`src/rtl/nec_defs.svh`:
```
`ifndef NEC_DEFS_SVH
`define NEC_DEFS_SVH

// ----------------------------------------
// Register byte addresses
// ----------------------------------------
`define NEC_OFS_DATA_WIN    12'h000
`define NEC_OFS_FIX_WIN     12'h004
`define NEC_OFS_BUSY        12'h008
`define NEC_OFS_SUMMARY     12'h00C
`define NEC_OFS_MODE        12'h010
`define NEC_OFS_UNLOCK      12'h014
`define NEC_OFS_SWRST       12'h018
`define NEC_OFS_OUTCOME     12'h040
`define NEC_OFS_POS         12'h080

// ----------------------------------------
// Field positions and values
// ----------------------------------------
`define NEC_UNLOCK_KEY      8'h6B
`define NEC_KEY_RESET       8'h00
`define NEC_MODE_STRENGTH   0
`define NEC_MODE_AUTOFIX    1
`define NEC_MODE_DIRECTION  2
`define NEC_CNT_UNCORR      4'hF
`define NEC_CNT_MAX_BCH4    4'h4
`define NEC_CNT_MAX_BCH8    4'h8
`define NEC_RESP_OKAY       2'h0
`define NEC_RESP_SLVERR     2'h2

`endif

```
`src/rtl/nec_pkg.sv`:
```
package nec_pkg;
    typedef enum logic [2:0] {
        NEC_IDLE  = 3'h1,
        NEC_WRESP = 3'h2,
        NEC_RRESP = 3'h4
    } nec_bus_e;

    typedef struct packed {
        nec_bus_e    bus;
        logic        awrdy;
        logic        wrdy;
        logic        bvld;
        logic [1:0]  bresp;
        logic        arrdy;
        logic        rvld;
        logic [31:0] rdata;
        logic [1:0]  rresp;
        logic [31:0] data_win;
        logic        data_stb;
        logic [31:0] fix_win;
        logic [2:0]  busy;
        logic [7:0]  summary;
        logic [2:0]  mode;
        logic [7:0]  key;
        logic [4:0]  swrst;
        logic [79:0] outcome;
        logic [831:0] pos;
    } nec_state_s;
endpackage

```
`src/rtl/nec_regs.sv`:
```
// What this block does
// - Read-write data window passes sector words to the correction unit.
// - Read-only window shows corrected words bound for the correction RAM.
// - Busy bit 2 is high while the Chien search runs.
// - Busy bit 1 is high while the locator polynomial calculation runs.
// - Busy bit 0 is high while syndrome computation runs.
// - Summary bits 0..7 give per-sector result; 1 means no error.
// - Eight decode-state registers; clean sectors keep value under automatic correction.
// - Bits 9:8 give outcome: 00 clean, 01 correctable, 1x uncorrectable.
// - Bit 7 flags CRC error after correction, only in 4-bit automatic mode.
// - Bit 6 flags search stage found the sector uncorrectable.
// - Bit 5 flags locator stage found the sector uncorrectable.
// - Bit 4 flags CRC error despite an all-zero syndrome.
// - Bits 3:0 give error count; 1111 means uncorrectable.
// - Four position registers per sector, two 13-bit positions at 12:0, 28:16.
// - Positions are invalid when the sector outcome is uncorrectable.
// - Positions five to eight are disabled in 4-bit code mode.
// - Reset register writes take effect only while the key holds 0x6B.
// - Key resets to 0x00, leaving the reset register locked.
// - Reset bit 4 holds the flash controller in reset while set.
// - Reset bits 3..0 each hold one other unit in reset while set.
`timescale 1ns/100ps
`default_nettype none
`include "nec_defs.svh"

module nec_regs (
    // Clock and reset
    input  wire logic        REF_CLK,
    input  wire logic        RESET,
    // AXI4-Lite write
    input  wire logic [11:0] S_AXI_AWADDR,
    input  wire logic        S_AXI_AWVALID,
    output logic             S_AXI_AWREADY,
    input  wire logic [31:0] S_AXI_WDATA,
    input  wire logic [3:0]  S_AXI_WSTRB,
    input  wire logic        S_AXI_WVALID,
    output logic             S_AXI_WREADY,
    output logic [1:0]       S_AXI_BRESP,
    output logic             S_AXI_BVALID,
    input  wire logic        S_AXI_BREADY,
    // AXI4-Lite read
    input  wire logic [11:0] S_AXI_ARADDR,
    input  wire logic        S_AXI_ARVALID,
    output logic             S_AXI_ARREADY,
    output logic [31:0]      S_AXI_RDATA,
    output logic [1:0]       S_AXI_RRESP,
    output logic             S_AXI_RVALID,
    input  wire logic        S_AXI_RREADY,
    // Engine status
    input  wire logic        CHIEN_SEARCH_BUSY,
    input  wire logic        LOCATOR_CALC_BUSY,
    input  wire logic        SYNDROME_BUSY,
    input  wire logic        FIXED_WORD_VALID,
    input  wire logic [31:0] FIXED_WORD,
    input  wire logic        SECTOR_DONE,
    input  wire logic [2:0]  SECTOR_INDEX,
    input  wire logic [1:0]  DONE_OUTCOME,
    input  wire logic [3:0]  DONE_COUNT,
    input  wire logic        DONE_POST_FIX_CRC,
    input  wire logic        DONE_SEARCH_UNCORR,
    input  wire logic        DONE_LOCATOR_UNCORR,
    input  wire logic        DONE_ZERO_SYN_CRC,
    input  wire logic [103:0] DONE_POSITIONS,
    // Engine control
    output logic [31:0]      ECC_WORD_BUFFER,
    output logic             ECC_WORD_STROBE,
    output logic             CODE_STRENGTH_SELECT,
    output logic             AUTO_FIX_SELECT,
    output logic             DIRECTION_SELECT,
    // Peripheral resets
    output logic             FLASH_CTRL_RESET,
    output logic [3:0]       UNIT_RESET
);

    // ----------------------------------------
    // State
    // ----------------------------------------
    nec_pkg::nec_state_s st_reg;
    nec_pkg::nec_state_s st_next;

    // Pin-domain status passes two flops first
    logic [2:0] busy_meta_reg;
    logic [2:0] busy_sync_reg;

    logic [11:0] wa;
    logic [11:0] ra;
    logic [31:0] rd;
    logic        rd_hit;
    logic [2:0]  ri;
    logic        wr_fire;
    logic        rd_fire;
    logic [31:0] wmask;
    logic [12:0] p_lo;
    logic [12:0] p_hi;
    logic [103:0] pos_new;

    always_ff @(posedge REF_CLK) begin
        if (RESET) begin
            busy_meta_reg <= 3'h0;
            busy_sync_reg <= 3'h0;
        end else begin
            busy_meta_reg <= {CHIEN_SEARCH_BUSY, LOCATOR_CALC_BUSY, SYNDROME_BUSY};
            busy_sync_reg <= busy_meta_reg;
        end
    end

    // ----------------------------------------
    // Next state
    // ----------------------------------------
    always_comb begin
        st_next = st_reg;
        st_next.data_stb = 1'b0;
        wa = S_AXI_AWADDR;
        ra = S_AXI_ARADDR;
        wr_fire = 1'b0;
        rd_fire = 1'b0;
        rd = 32'h0000_0000;
        rd_hit = 1'b1;
        ri = ra[4:2];
        p_lo = 13'h0000;
        p_hi = 13'h0000;
        pos_new = DONE_POSITIONS;
        for (int b = 0; b < 4; b++) begin
            wmask[b*8 +: 8] = {8{S_AXI_WSTRB[b]}};
        end
        st_next.busy = busy_sync_reg;
        if (FIXED_WORD_VALID) begin
            st_next.fix_win = FIXED_WORD;
        end
        if (SECTOR_DONE) begin
            st_next.summary[SECTOR_INDEX] = (DONE_OUTCOME == 2'b00);
            // Clean sector under autofix keeps value
            if (!(st_reg.mode[`NEC_MODE_AUTOFIX] && DONE_OUTCOME == 2'b00)) begin
                st_next.outcome[SECTOR_INDEX*10 + 8 +: 2] = DONE_OUTCOME;
                st_next.outcome[SECTOR_INDEX*10 + 7] = DONE_POST_FIX_CRC
                    && !st_reg.mode[`NEC_MODE_STRENGTH] && st_reg.mode[`NEC_MODE_AUTOFIX];
                st_next.outcome[SECTOR_INDEX*10 + 6] = DONE_SEARCH_UNCORR;
                st_next.outcome[SECTOR_INDEX*10 + 5] = DONE_LOCATOR_UNCORR;
                st_next.outcome[SECTOR_INDEX*10 + 4] = DONE_ZERO_SYN_CRC;
                st_next.outcome[SECTOR_INDEX*10 +: 4] =
                    DONE_OUTCOME[1] ? `NEC_CNT_UNCORR : DONE_COUNT;
                // Upper positions off in 4-bit mode
                if (!st_reg.mode[`NEC_MODE_STRENGTH]) begin
                    pos_new[103:52] = 52'h0;
                end
                if (DONE_OUTCOME[1]) begin
                    pos_new = 104'h0;
                end
                st_next.pos[SECTOR_INDEX*104 +: 104] = pos_new;
            end
        end
        // Write channel: both beats taken together
        if (st_reg.bus == nec_pkg::NEC_IDLE && S_AXI_AWVALID && S_AXI_WVALID) begin
            wr_fire = 1'b1;
        end
        if (wr_fire) begin
            st_next.awrdy = 1'b1;
            st_next.wrdy = 1'b1;
            st_next.bvld = 1'b1;
            st_next.bresp = `NEC_RESP_OKAY;
            st_next.bus = nec_pkg::NEC_WRESP;
            case (wa)
                `NEC_OFS_DATA_WIN: begin
                    st_next.data_win = (st_reg.data_win & ~wmask) | (S_AXI_WDATA & wmask);
                    st_next.data_stb = 1'b1;
                end
                `NEC_OFS_MODE: begin
                    if (S_AXI_WSTRB[0]) begin
                        st_next.mode = S_AXI_WDATA[2:0];
                    end
                end
                `NEC_OFS_UNLOCK: begin
                    if (S_AXI_WSTRB[0]) begin
                        st_next.key = S_AXI_WDATA[7:0];
                    end
                end
                `NEC_OFS_SWRST: begin
                    if (S_AXI_WSTRB[0] && st_reg.key == `NEC_UNLOCK_KEY) begin
                        st_next.swrst = S_AXI_WDATA[4:0];
                    end
                end
                default: begin
                    if (wa != `NEC_OFS_FIX_WIN && wa != `NEC_OFS_BUSY
                        && wa != `NEC_OFS_SUMMARY
                        && !(wa >= `NEC_OFS_OUTCOME && wa < 12'h060)
                        && !(wa >= `NEC_OFS_POS && wa < 12'h100)) begin
                        st_next.bresp = `NEC_RESP_SLVERR;
                    end
                end
            endcase
        end else begin
            st_next.awrdy = 1'b0;
            st_next.wrdy = 1'b0;
        end
        if (st_reg.bus == nec_pkg::NEC_WRESP && st_reg.bvld && S_AXI_BREADY) begin
            st_next.bvld = 1'b0;
            st_next.bus = nec_pkg::NEC_IDLE;
        end
        // Read channel: reads lose to a same-cycle write
        if (st_reg.bus == nec_pkg::NEC_IDLE && !wr_fire && S_AXI_ARVALID) begin
            rd_fire = 1'b1;
        end
        case (ra)
            `NEC_OFS_DATA_WIN: rd = st_reg.data_win;
            `NEC_OFS_FIX_WIN:  rd = st_reg.fix_win;
            `NEC_OFS_BUSY:     rd = {29'h0, st_reg.busy};
            `NEC_OFS_SUMMARY:  rd = {24'h0, st_reg.summary};
            `NEC_OFS_MODE:     rd = {29'h0, st_reg.mode};
            `NEC_OFS_UNLOCK:   rd = {24'h0, st_reg.key};
            `NEC_OFS_SWRST:    rd = {27'h0, st_reg.swrst};
            default: begin
                if (ra >= `NEC_OFS_OUTCOME && ra < 12'h060) begin
                    rd = {22'h0, st_reg.outcome[ri*10 +: 10]};
                end else if (ra >= `NEC_OFS_POS && ra < 12'h100) begin
                    // Sector in addr 6:4, pair in 3:2
                    p_lo = st_reg.pos[ra[6:4]*104 + ra[3:2]*26 +: 13];
                    p_hi = st_reg.pos[ra[6:4]*104 + ra[3:2]*26 + 13 +: 13];
                    rd = {3'h0, p_hi, 3'h0, p_lo};
                end else begin
                    rd_hit = 1'b0;
                end
            end
        endcase
        if (rd_fire) begin
            st_next.arrdy = 1'b1;
            st_next.rvld = 1'b1;
            st_next.rdata = rd;
            st_next.rresp = rd_hit ? `NEC_RESP_OKAY : `NEC_RESP_SLVERR;
            st_next.bus = nec_pkg::NEC_RRESP;
        end else begin
            st_next.arrdy = 1'b0;
        end
        if (st_reg.bus == nec_pkg::NEC_RRESP && st_reg.rvld && S_AXI_RREADY) begin
            st_next.rvld = 1'b0;
            st_next.bus = nec_pkg::NEC_IDLE;
        end
    end

    always_ff @(posedge REF_CLK) begin
        if (RESET) begin
            st_reg <= '0;
            st_reg.bus <= nec_pkg::NEC_IDLE;
        end else begin
            st_reg <= st_next;
        end
    end

    // ----------------------------------------
    // Outputs, all straight from flops
    // ----------------------------------------
    assign S_AXI_AWREADY = st_reg.awrdy;
    assign S_AXI_WREADY = st_reg.wrdy;
    assign S_AXI_BVALID = st_reg.bvld;
    assign S_AXI_BRESP = st_reg.bresp;
    assign S_AXI_ARREADY = st_reg.arrdy;
    assign S_AXI_RVALID = st_reg.rvld;
    assign S_AXI_RDATA = st_reg.rdata;
    assign S_AXI_RRESP = st_reg.rresp;
    assign ECC_WORD_BUFFER = st_reg.data_win;
    assign ECC_WORD_STROBE = st_reg.data_stb;
    assign CODE_STRENGTH_SELECT = st_reg.mode[`NEC_MODE_STRENGTH];
    assign AUTO_FIX_SELECT = st_reg.mode[`NEC_MODE_AUTOFIX];
    assign DIRECTION_SELECT = st_reg.mode[`NEC_MODE_DIRECTION];
    assign FLASH_CTRL_RESET = st_reg.swrst[4];
    assign UNIT_RESET = st_reg.swrst[3:0];

    // ----------------------------------------
    // Checks
    // ----------------------------------------
    a_key_locks_reset: assert property (@(posedge REF_CLK) disable iff (RESET)
        (st_reg.key != `NEC_UNLOCK_KEY) |=> $stable(st_reg.swrst))
        else $error("reset register changed while locked");
    a_key_after_reset: assert property (@(posedge REF_CLK)
        $fell(RESET) |-> st_reg.key == 8'h00)
        else $error("key not cleared by reset");
    a_busy_follows_pin: assert property (@(posedge REF_CLK) disable iff (RESET)
        $rose(CHIEN_SEARCH_BUSY) ##1 CHIEN_SEARCH_BUSY[*2] |=> st_reg.busy[2])
        else $error("search busy not mirrored");
    a_search_busy_clear: assert property (@(posedge REF_CLK) disable iff (RESET)
        $fell(CHIEN_SEARCH_BUSY) ##1 (!CHIEN_SEARCH_BUSY)[*2] |=> !st_reg.busy[2])
        else $error("search busy not cleared");
    a_locator_busy_set: assert property (@(posedge REF_CLK) disable iff (RESET)
        $rose(LOCATOR_CALC_BUSY) ##1 LOCATOR_CALC_BUSY[*2] |=> st_reg.busy[1])
        else $error("locator busy not mirrored");
    a_syndrome_busy_set: assert property (@(posedge REF_CLK) disable iff (RESET)
        $rose(SYNDROME_BUSY) ##1 SYNDROME_BUSY[*2] |=> st_reg.busy[0])
        else $error("syndrome busy not mirrored");
    a_uncorr_count: assert property (@(posedge REF_CLK) disable iff (RESET)
        SECTOR_DONE && DONE_OUTCOME[1]
        |=> st_reg.outcome[$past(SECTOR_INDEX)*10 +: 4] == `NEC_CNT_UNCORR)
        else $error("uncorrectable count not 1111");
    a_clean_summary: assert property (@(posedge REF_CLK) disable iff (RESET)
        SECTOR_DONE |=> st_reg.summary[$past(SECTOR_INDEX)] == ($past(DONE_OUTCOME) == 2'b00))
        else $error("summary bit wrong");
    a_flash_reset_out: assert property (@(posedge REF_CLK) disable iff (RESET)
        wr_fire && wa == `NEC_OFS_SWRST && S_AXI_WSTRB[0] && st_reg.key == `NEC_UNLOCK_KEY
        |=> FLASH_CTRL_RESET == $past(S_AXI_WDATA[4]))
        else $error("flash reset not written");
    a_unit_reset_out: assert property (@(posedge REF_CLK) disable iff (RESET)
        wr_fire && wa == `NEC_OFS_SWRST && S_AXI_WSTRB[0] && st_reg.key == `NEC_UNLOCK_KEY
        |=> UNIT_RESET == $past(S_AXI_WDATA[3:0]))
        else $error("unit resets not written");
    a_bvalid_holds: assert property (@(posedge REF_CLK) disable iff (RESET)
        S_AXI_BVALID && !S_AXI_BREADY |=> S_AXI_BVALID)
        else $error("write response dropped");
    a_rvalid_holds: assert property (@(posedge REF_CLK) disable iff (RESET)
        S_AXI_RVALID && !S_AXI_RREADY |=> S_AXI_RVALID && $stable(S_AXI_RDATA))
        else $error("read response dropped");
    a_fixed_capture: assert property (@(posedge REF_CLK) disable iff (RESET)
        FIXED_WORD_VALID |=> st_reg.fix_win == $past(FIXED_WORD))
        else $error("corrected word not captured");
    a_data_strobe: assert property (@(posedge REF_CLK) disable iff (RESET)
        wr_fire && wa == `NEC_OFS_DATA_WIN |=> ECC_WORD_STROBE)
        else $error("data window strobe missing");
    a_fix_win_ro: assert property (@(posedge REF_CLK) disable iff (RESET)
        wr_fire && wa == `NEC_OFS_FIX_WIN
        |=> $stable(st_reg.fix_win) || $past(FIXED_WORD_VALID))
        else $error("corrected window took a bus write");
    a_busy_read_zero: assert property (@(posedge REF_CLK) disable iff (RESET)
        rd_fire && ra == `NEC_OFS_BUSY |=> S_AXI_RDATA[31:3] == 29'h0)
        else $error("busy reserved bits not zero");
    a_outcome_field: assert property (@(posedge REF_CLK) disable iff (RESET)
        SECTOR_DONE && DONE_OUTCOME != 2'b00
        |=> st_reg.outcome[$past(SECTOR_INDEX)*10 + 8 +: 2] == $past(DONE_OUTCOME))
        else $error("outcome field wrong");
    a_post_fix_masked: assert property (@(posedge REF_CLK) disable iff (RESET)
        SECTOR_DONE && DONE_OUTCOME != 2'b00
        && (st_reg.mode[`NEC_MODE_STRENGTH] || !st_reg.mode[`NEC_MODE_AUTOFIX])
        |=> !st_reg.outcome[$past(SECTOR_INDEX)*10 + 7])
        else $error("post-fix CRC flag not masked");
    a_search_fault_bit: assert property (@(posedge REF_CLK) disable iff (RESET)
        SECTOR_DONE && DONE_OUTCOME != 2'b00
        |=> st_reg.outcome[$past(SECTOR_INDEX)*10 + 6] == $past(DONE_SEARCH_UNCORR))
        else $error("search fault flag wrong");
    a_locator_fault_bit: assert property (@(posedge REF_CLK) disable iff (RESET)
        SECTOR_DONE && DONE_OUTCOME != 2'b00
        |=> st_reg.outcome[$past(SECTOR_INDEX)*10 + 5] == $past(DONE_LOCATOR_UNCORR))
        else $error("locator fault flag wrong");
    a_zero_syn_bit: assert property (@(posedge REF_CLK) disable iff (RESET)
        SECTOR_DONE && DONE_OUTCOME != 2'b00
        |=> st_reg.outcome[$past(SECTOR_INDEX)*10 + 4] == $past(DONE_ZERO_SYN_CRC))
        else $error("zero syndrome flag wrong");
    a_autofix_keeps: assert property (@(posedge REF_CLK) disable iff (RESET)
        SECTOR_DONE && DONE_OUTCOME == 2'b00 && st_reg.mode[`NEC_MODE_AUTOFIX]
        |=> $stable(st_reg.outcome) && $stable(st_reg.pos))
        else $error("clean sector changed state");
    a_uncorr_pos_zero: assert property (@(posedge REF_CLK) disable iff (RESET)
        SECTOR_DONE && DONE_OUTCOME[1]
        |=> st_reg.pos[$past(SECTOR_INDEX)*104 +: 104] == 104'h0)
        else $error("positions kept on uncorrectable");
    a_upper_pos_off: assert property (@(posedge REF_CLK) disable iff (RESET)
        SECTOR_DONE && DONE_OUTCOME != 2'b00 && !st_reg.mode[`NEC_MODE_STRENGTH]
        |=> st_reg.pos[$past(SECTOR_INDEX)*104 + 52 +: 52] == 52'h0)
        else $error("upper positions live in 4-bit mode");

endmodule
`default_nettype wire

```
`config.mk`:
```
export PLATFORM = sky130hd
export DESIGN_NAME = nec_regs
export DESIGN_NICKNAME = d
export VERILOG_FILES = /design/src/rtl/nec_pkg.sv /design/src/rtl/nec_regs.sv
export VERILOG_INCLUDE_DIRS = /design/src /design/src/rtl
export SDC_FILE = /design/constraint.sdc
export NUM_CORES = 2
export LEC_CHECK = 0
export BUFFER_PORTS_ARGS = -buffer_cell sky130_fd_sc_hd__buf_2
export CAP_MARGIN = 15
export CORE_MARGIN = 1
export CORE_UTILIZATION = 25
export CTS_CLUSTER_DIAMETER = 60
export DETAILED_ROUTE_END_ITERATION = 12
export PLACE_DENSITY = 0.41
export SLEW_MARGIN = 20
export SYNTH_ARGS = -nofsm -noshare
export SYNTH_HDL_FRONTEND = slang
export SYNTH_SLANG_ARGS = --single-unit
```
`constraint.sdc`:
```
create_clock -name REF_CLK -period 5.84 [get_ports REF_CLK]
set_input_delay 0.876 -clock REF_CLK [delete_from_list [all_inputs] [get_ports REF_CLK]]
set_output_delay 0.876 -clock REF_CLK [all_outputs]
set_load 0.01 [all_outputs]
```
# Word level (Yosys, flattened, before mapping)

Index checks and enable logic that the tools add are counted.

Register bits: 1054
Bits in latches: 0
Memory bits (writable): 0
Memory bits (read-only): 0
Bits of input ports: 221
Output and inout bits: 82
Word-level logic and storage cells: 170
Memories: 0

Add/subtract/negate cells: 10
Multiply operators: 5
Divide/modulo/power cells: 0
Magnitude comparators: 18
Equal/unequal tests: 16
Shifts and indexed selects: 9
Multiplexer cells: 40
Bitwise gates (word level): 6
Reduce and logical (&&, ||, !) cells: 44

Operators by type and width:

| cell                                                              | count |
|---|---|
| bitwise mux 832 bit                                               | 1 |
| variable shift 104 x 34 -> 832 bit, first input constant          | 1 |
| indexed part select 104 x 34 -> 832 bit                           | 1 |
| indexed part select 832 x 13 -> 13 bit                            | 1 |
| indexed part select 832 x 33 -> 13 bit                            | 1 |
| bitwise mux 80 bit                                                | 6 |
| two-way mux 104 bit                                               | 3 |
| one-hot mux 32 bit (7 select lines)                               | 1 |
| variable shift 2 x 34 -> 80 bit, first input constant             | 1 |
| variable shift 4 x 34 -> 80 bit, first input constant             | 1 |
| indexed part select 2 x 34 -> 80 bit                              | 1 |
| indexed part select 4 x 34 -> 80 bit                              | 1 |
| indexed part select 80 x 8 -> 10 bit                              | 1 |
| == test 12 x 5 -> 1 bit, second input constant                    | 6 |
| AND 32 bit                                                        | 2 |
| two-way mux 29 bit                                                | 2 |
| two-way mux 52 bit                                                | 1 |
| negation 10 -> 34 bit                                             | 1 |
| negation 7 -> 34 bit                                              | 1 |
| negation 8 -> 34 bit                                              | 1 |
| adder 7 x 3 -> 8 bit, second input constant                       | 4 |
| greater-or-equal comparator 8 x 1 -> 1 bit, second input constant | 4 |
| < comparator 8 bit, second input constant                         | 4 |
| NOT 32 bit                                                        | 1 |
| 39 further kinds                                                  | 101 |

# Depth between registers and ports, before layout

Depth in word-level cells: 11
Depth in mapped cells: 24
Gate-level depth less buffers: 15

# Worst setup path before layout

No wires, ideal clock.

Path kind: input -> register
Start point: input port S_AXI_ARADDR[2]
End point: register st_reg, in the netlist S_AXI_RDATA[8]
Setup time: 74 ps
Arrival: 5382 ps
Data required time: 5766 ps
Path slack: 384 ps
Cell stages on the path: 21
Buffers on the path: 12
Path through: buf_4 > buf_4 > inv_2 > buf_4 > buf_4 > buf_2 > buf_2 > buf_2 > ha_1 > inv_1 > fa_1 > clkinv_1 > buf_1 > clkbuf_1 > clkbuf_1 > buf_2 > clkbuf_1 > o21ai_0 > o211ai_1 > nand4_1 > a31oi_1

Cells in the longest elaborated chain, start to end: 6
Elaborated cells on any way between the ends: 21
Those cells by class: add/sub: 1; mul: 2; order compare: 4; eq/ne: 6; shift: 2; mux: 3; reduce/logical: 3

RTL lines:

| what                                    | RTL line        | text |
|---|---|---|
| start: declaration                      | nec_regs.sv:42  | `input wire logic [11:0] S_AXI_ARADDR,` |
| multiplier 2 x 4 -> 6 bit               | nec_regs.sv:216 | `p_lo = st_reg.pos[ra[6:4]*104 + ra[3:2]*26 +: 13];` |
| adder 10 x 7 -> 11 bit                  | nec_regs.sv:216 |  |
| indexed part select 832 x 33 -> 13 bit  | nec_regs.sv:216 |  |
| two-way mux 29 bit                      | nec_regs.sv:214 | `` end else if (ra >= `NEC_OFS_POS && ra < 12'h100) begin `` |
| two-way mux 29 bit                      | nec_regs.sv:212 | `` if (ra >= `NEC_OFS_OUTCOME && ra < 12'h060) begin `` |
| one-hot mux 32 bit (7 select lines) (*) | nec_regs.sv:203 | `case (ra)` |
| end signal: assignment                  | nec_regs.sv:244 | `st_reg <= st_next;` |
| end: declaration                        | nec_regs.sv:78  | `nec_pkg::nec_state_s st_reg;` |

Mark *: on every way between the ends. The rest lies on a longest branch, timed or not.
A chain may end at the register's enable or synchronous reset.

# Worst setup path in the final report

Start point: input port S_AXI_ARADDR[4]
End point: register st_reg, in the netlist S_AXI_RDATA[18]

Cells in the longest elaborated chain, start to end: 7
Elaborated cells on any way between the ends: 20
Those cells by class: add/sub: 2; mul: 1; order compare: 4; eq/ne: 6; shift: 1; mux: 3; reduce/logical: 3

RTL lines:

| what                                    | RTL line        | text |
|---|---|---|
| multiplier 3 x 4 -> 7 bit               | nec_regs.sv:217 | `p_hi = st_reg.pos[ra[6:4]*104 + ra[3:2]*26 + 13 +: 13];` |
| adder 10 x 7 -> 11 bit                  | nec_regs.sv:217 |  |
| adder 11 x 4 -> 12 bit                  | nec_regs.sv:217 |  |
| indexed part select 832 x 13 -> 13 bit  | nec_regs.sv:217 |  |
| two-way mux 29 bit                      | nec_regs.sv:214 |  |
| two-way mux 29 bit                      | nec_regs.sv:212 |  |
| one-hot mux 32 bit (7 select lines) (*) | nec_regs.sv:203 |  |

Marked as above.

==> results.yml <==
power:
  swShare_pct: 48.4
  power.leakage_uw: 0.0410
  p_per_area_mw_per_mm2: 329
  p_total_uw: 37200
  pwr-share-seq_pct: 22.9
  p_int_uw: 19200
  switchingPower_uw: 18000
  p_comb_share_pct: 47.1
  vdd_drop_max_mv: 0.280
  p_clk_share_pct: 30.0
route:
  routed-via-count: 110000
  drt_iter0_drc: 18700
  drcViolationCount: 0
  drt-vias-per-instance: 6.60
  drt_pass1_iterations: 7
  wl_per_cell_um: 50.4
  wirelength_mm: 839
  antenna_left: 0
job:
  cap_viol_max_count: 0
clock_tree:
  htree_num_levels: 4
  cts_tree: "yes"
  clk_latency_ps: 950
  clk_path_buf_depth: 4
  clkSlewWorstSetupHoldPaths_ps: 60
  cts.sinks: 1051
  cts_root_buf: "clkbuf_16"
  ctsHoldBuffers: 0
  cts_buffers: 179
  cts_resized: 0
  cts_setup_buffers: 0
floorplan:
  coreArea_mm2: 0.375
  initial_core_util_pct: 25.1
  die_y_um: 616
  fp-row-count: 225
  die_area_mm2: 0.379
  die_x_um: 616
  ioPinCount: 303
final_layout:
  largest_reg_flops: 966
  final_common_cell: "nor2_1"
  drive_above_1_share_pct: 26.2
  nFillCells: 40000
  nets: 11700
  area_growth_pct: 20.0
  most-common-layout-cells: "nor2_1 (1484), nand2_1 (1246), buf_4 (1069)"
grt:
  grt_usage_pct: 42.5
  globalRouteOverflowTotal: 0
  grt_pass1_wl_mm: 1070
  antenna_found_initial: 139
  grt_max_degree: 147
  grt_pass1_vias: 98900
sta:
  slew_headroom_pct: 6.76
  rsz0062_at_grt: "false"
  finalHoldViolations: 0
  layout_min_cycle_time_ps: 5480
  fin_crit_sh_pct: 93.8
  setup_viol: 0
  maxSlewViolCount: 0
  fin_worst_skew_ps: 93.7
  worst_pin_slew_ps: 1360
  max_freq_ghz: 0.183
  fin_setup_tns_ps: 0
logic_synthesis:
  syn-instance-count: 10900
  ys_ff_latch: 1051
  async_flop_share_pct: 0
  synth_warnings: 0
  synth_simple_gate_area_share_pct: 16.5
  synth-compound-area-share_pct: 21.4
  synthAdderAreaFrac_pct: 0.529
  synth_xor_area_share_pct: 0.251
  synth_top_family_by_area: "multiplexers"
  muxShareOfSynthArea_pct: 32.8
  syn_area_per_cell_um2: 8.63
  synth_ff_type: "dfxtp_1"
  synth_edf_count: 0
  yosysUniqueCellTypes: 107
  synth_area_mm2: 0.0942
  synth_seq_area_share_pct: 22.3
placement:
  dp_hpwl_mm: 689
  port_buffers: 300
  gp_congestion: 1.11
setup_path:
  crit_required_ps: 6560
  cp_cell_sequence: "buf_2, inv_1, ha_1, ha_1, inv_1, fa_1, buf_4, xnor2_4, nand2_1, nor3_1, nor3_1, buf_4, and4b_1, o31ai_1"
  crit_path_end_kind: "flip-flop"
  critPathSlowestCell: "xnor2_4"
  slowest_delay_ps: 860
  cp-start-kind: "primary input"
  arrival_ps: 6190
  cp_max_fo: 18
  worstSetupPathType: "primary input to flip-flop"
outcome:
  status: "finished, final reports clean"
hold_path:
  hold_path.class: "primary input to flip-flop"
[worst paths after layout]
path / slack [ps] / depth (start not counted) / end / from
setup / recovery: 360 / 14 / S_AXI_RDATA[18] / S_AXI_ARADDR[4]
hold / removal: 180 / 3 / st_reg[964] / FIXED_WORD[25]
setup reg to reg: 740 / 12 / st_reg[664] / CODE_STRENGTH_SELECT
hold reg to reg: 440 / 1 / busy_sync_reg[2] / busy_meta_reg[2]
[through the flow]
step / hold slack (ps) / cell area (µm²) / instances / worst slack, ps / utilization [%]
after global placement: 425 / 107000 / 16200 / -730 / 28.4
after CTS: 121 / 113000 / 16600 / 558 / 30.1
after detailed placement: 423 / 107000 / 16200 / -355 / 28.5
after floorplan: 414 / 94200 / 10900 / 384 / -
after global routing: 165 / 113000 / 16600 / 510 / 30.1
final: 179 / 113000 / 16700 / 364 / 30.1
[metal layers]
layer / global-route usage, % / up-vias / part of all wire [%]
li1: - / 43000 / -
met1: 56.6 / 57000 / 41
met2: 59.7 / 8361 / 40
met3: 13.5 / 1524 / 12
met4: 25.0 / 52 / 7.1
met5: 0.0884 / - / 0.051
[area by class of cell]
type	instances	area [µm²]	share of cell area, %
clock buffers	216	4840	4.28
multi-input cells	8702	68000	60.1
well taps	4994	6250	5.52
repair buffers	1459	11400	10.1
flip-flops and latches	1051	21000	18.6
diodes	79	198	0.175
inverters	42	180	0.159
clock inverters	107	1200	1.06
[cell families after synthesis]
family	Yosys count
simple gates	3665
flops	1051
other cells	1
buf+inv	1169
xor+xnor	21
fa+ha+maj	38
mux	2092
compound gates	2884
[power groups by stage]
stage	clock network [µW]	logic [µW]	registers (µW)
5_1_grt	11500	17200	8470
2_1_floorplan	0	7270	8040
3_3_place_gp	0	16600	8560
6_report	11200	17500	8500
4_1_cts	11300	16600	8420
3_5_place_dp	0	16600	8570
[synth_stat cells, types with 83 or more instances]
master | instances | area (µm²)
nor2_1 | 1509 | 5660
nand2_1 | 1247 | 4680
dfxtp_1 | 1051 | 21000
mux2i_1 | 1032 | 10300
mux4_2 | 768 | 17300
a21oi_1 | 610 | 3050
a211oi_1 | 584 | 4380
clkbuf_1 | 468 | 1760
o21ai_0 | 360 | 1800
buf_2 | 358 | 1790
mux2_2 | 291 | 3280
nand3_1 | 262 | 1310
nor3_1 | 234 | 1170
buf_4 | 193 | 1450
a22oi_1 | 181 | 1360
o22ai_1 | 128 | 801
o221ai_1 | 116 | 1020
o211ai_1 | 99 | 743
o211a_1 | 85 | 851
buf_1 | 83 | 312
[critical path, delay by kind of cell]
| kind | cells | cell delay, ps |
|---|---|---|
| adder cells (fa/ha/maj) | 3 | 1060 |
| buffers and inverters | 5 | 850 |
| AO/OA/AOI/OAI | 1 | 500 |
| AND/OR/NAND/NOR | 4 | 1980 |
| XOR/XNOR | 1 | 860 |
Note: power is estimated with default switching activity, not from simulation.
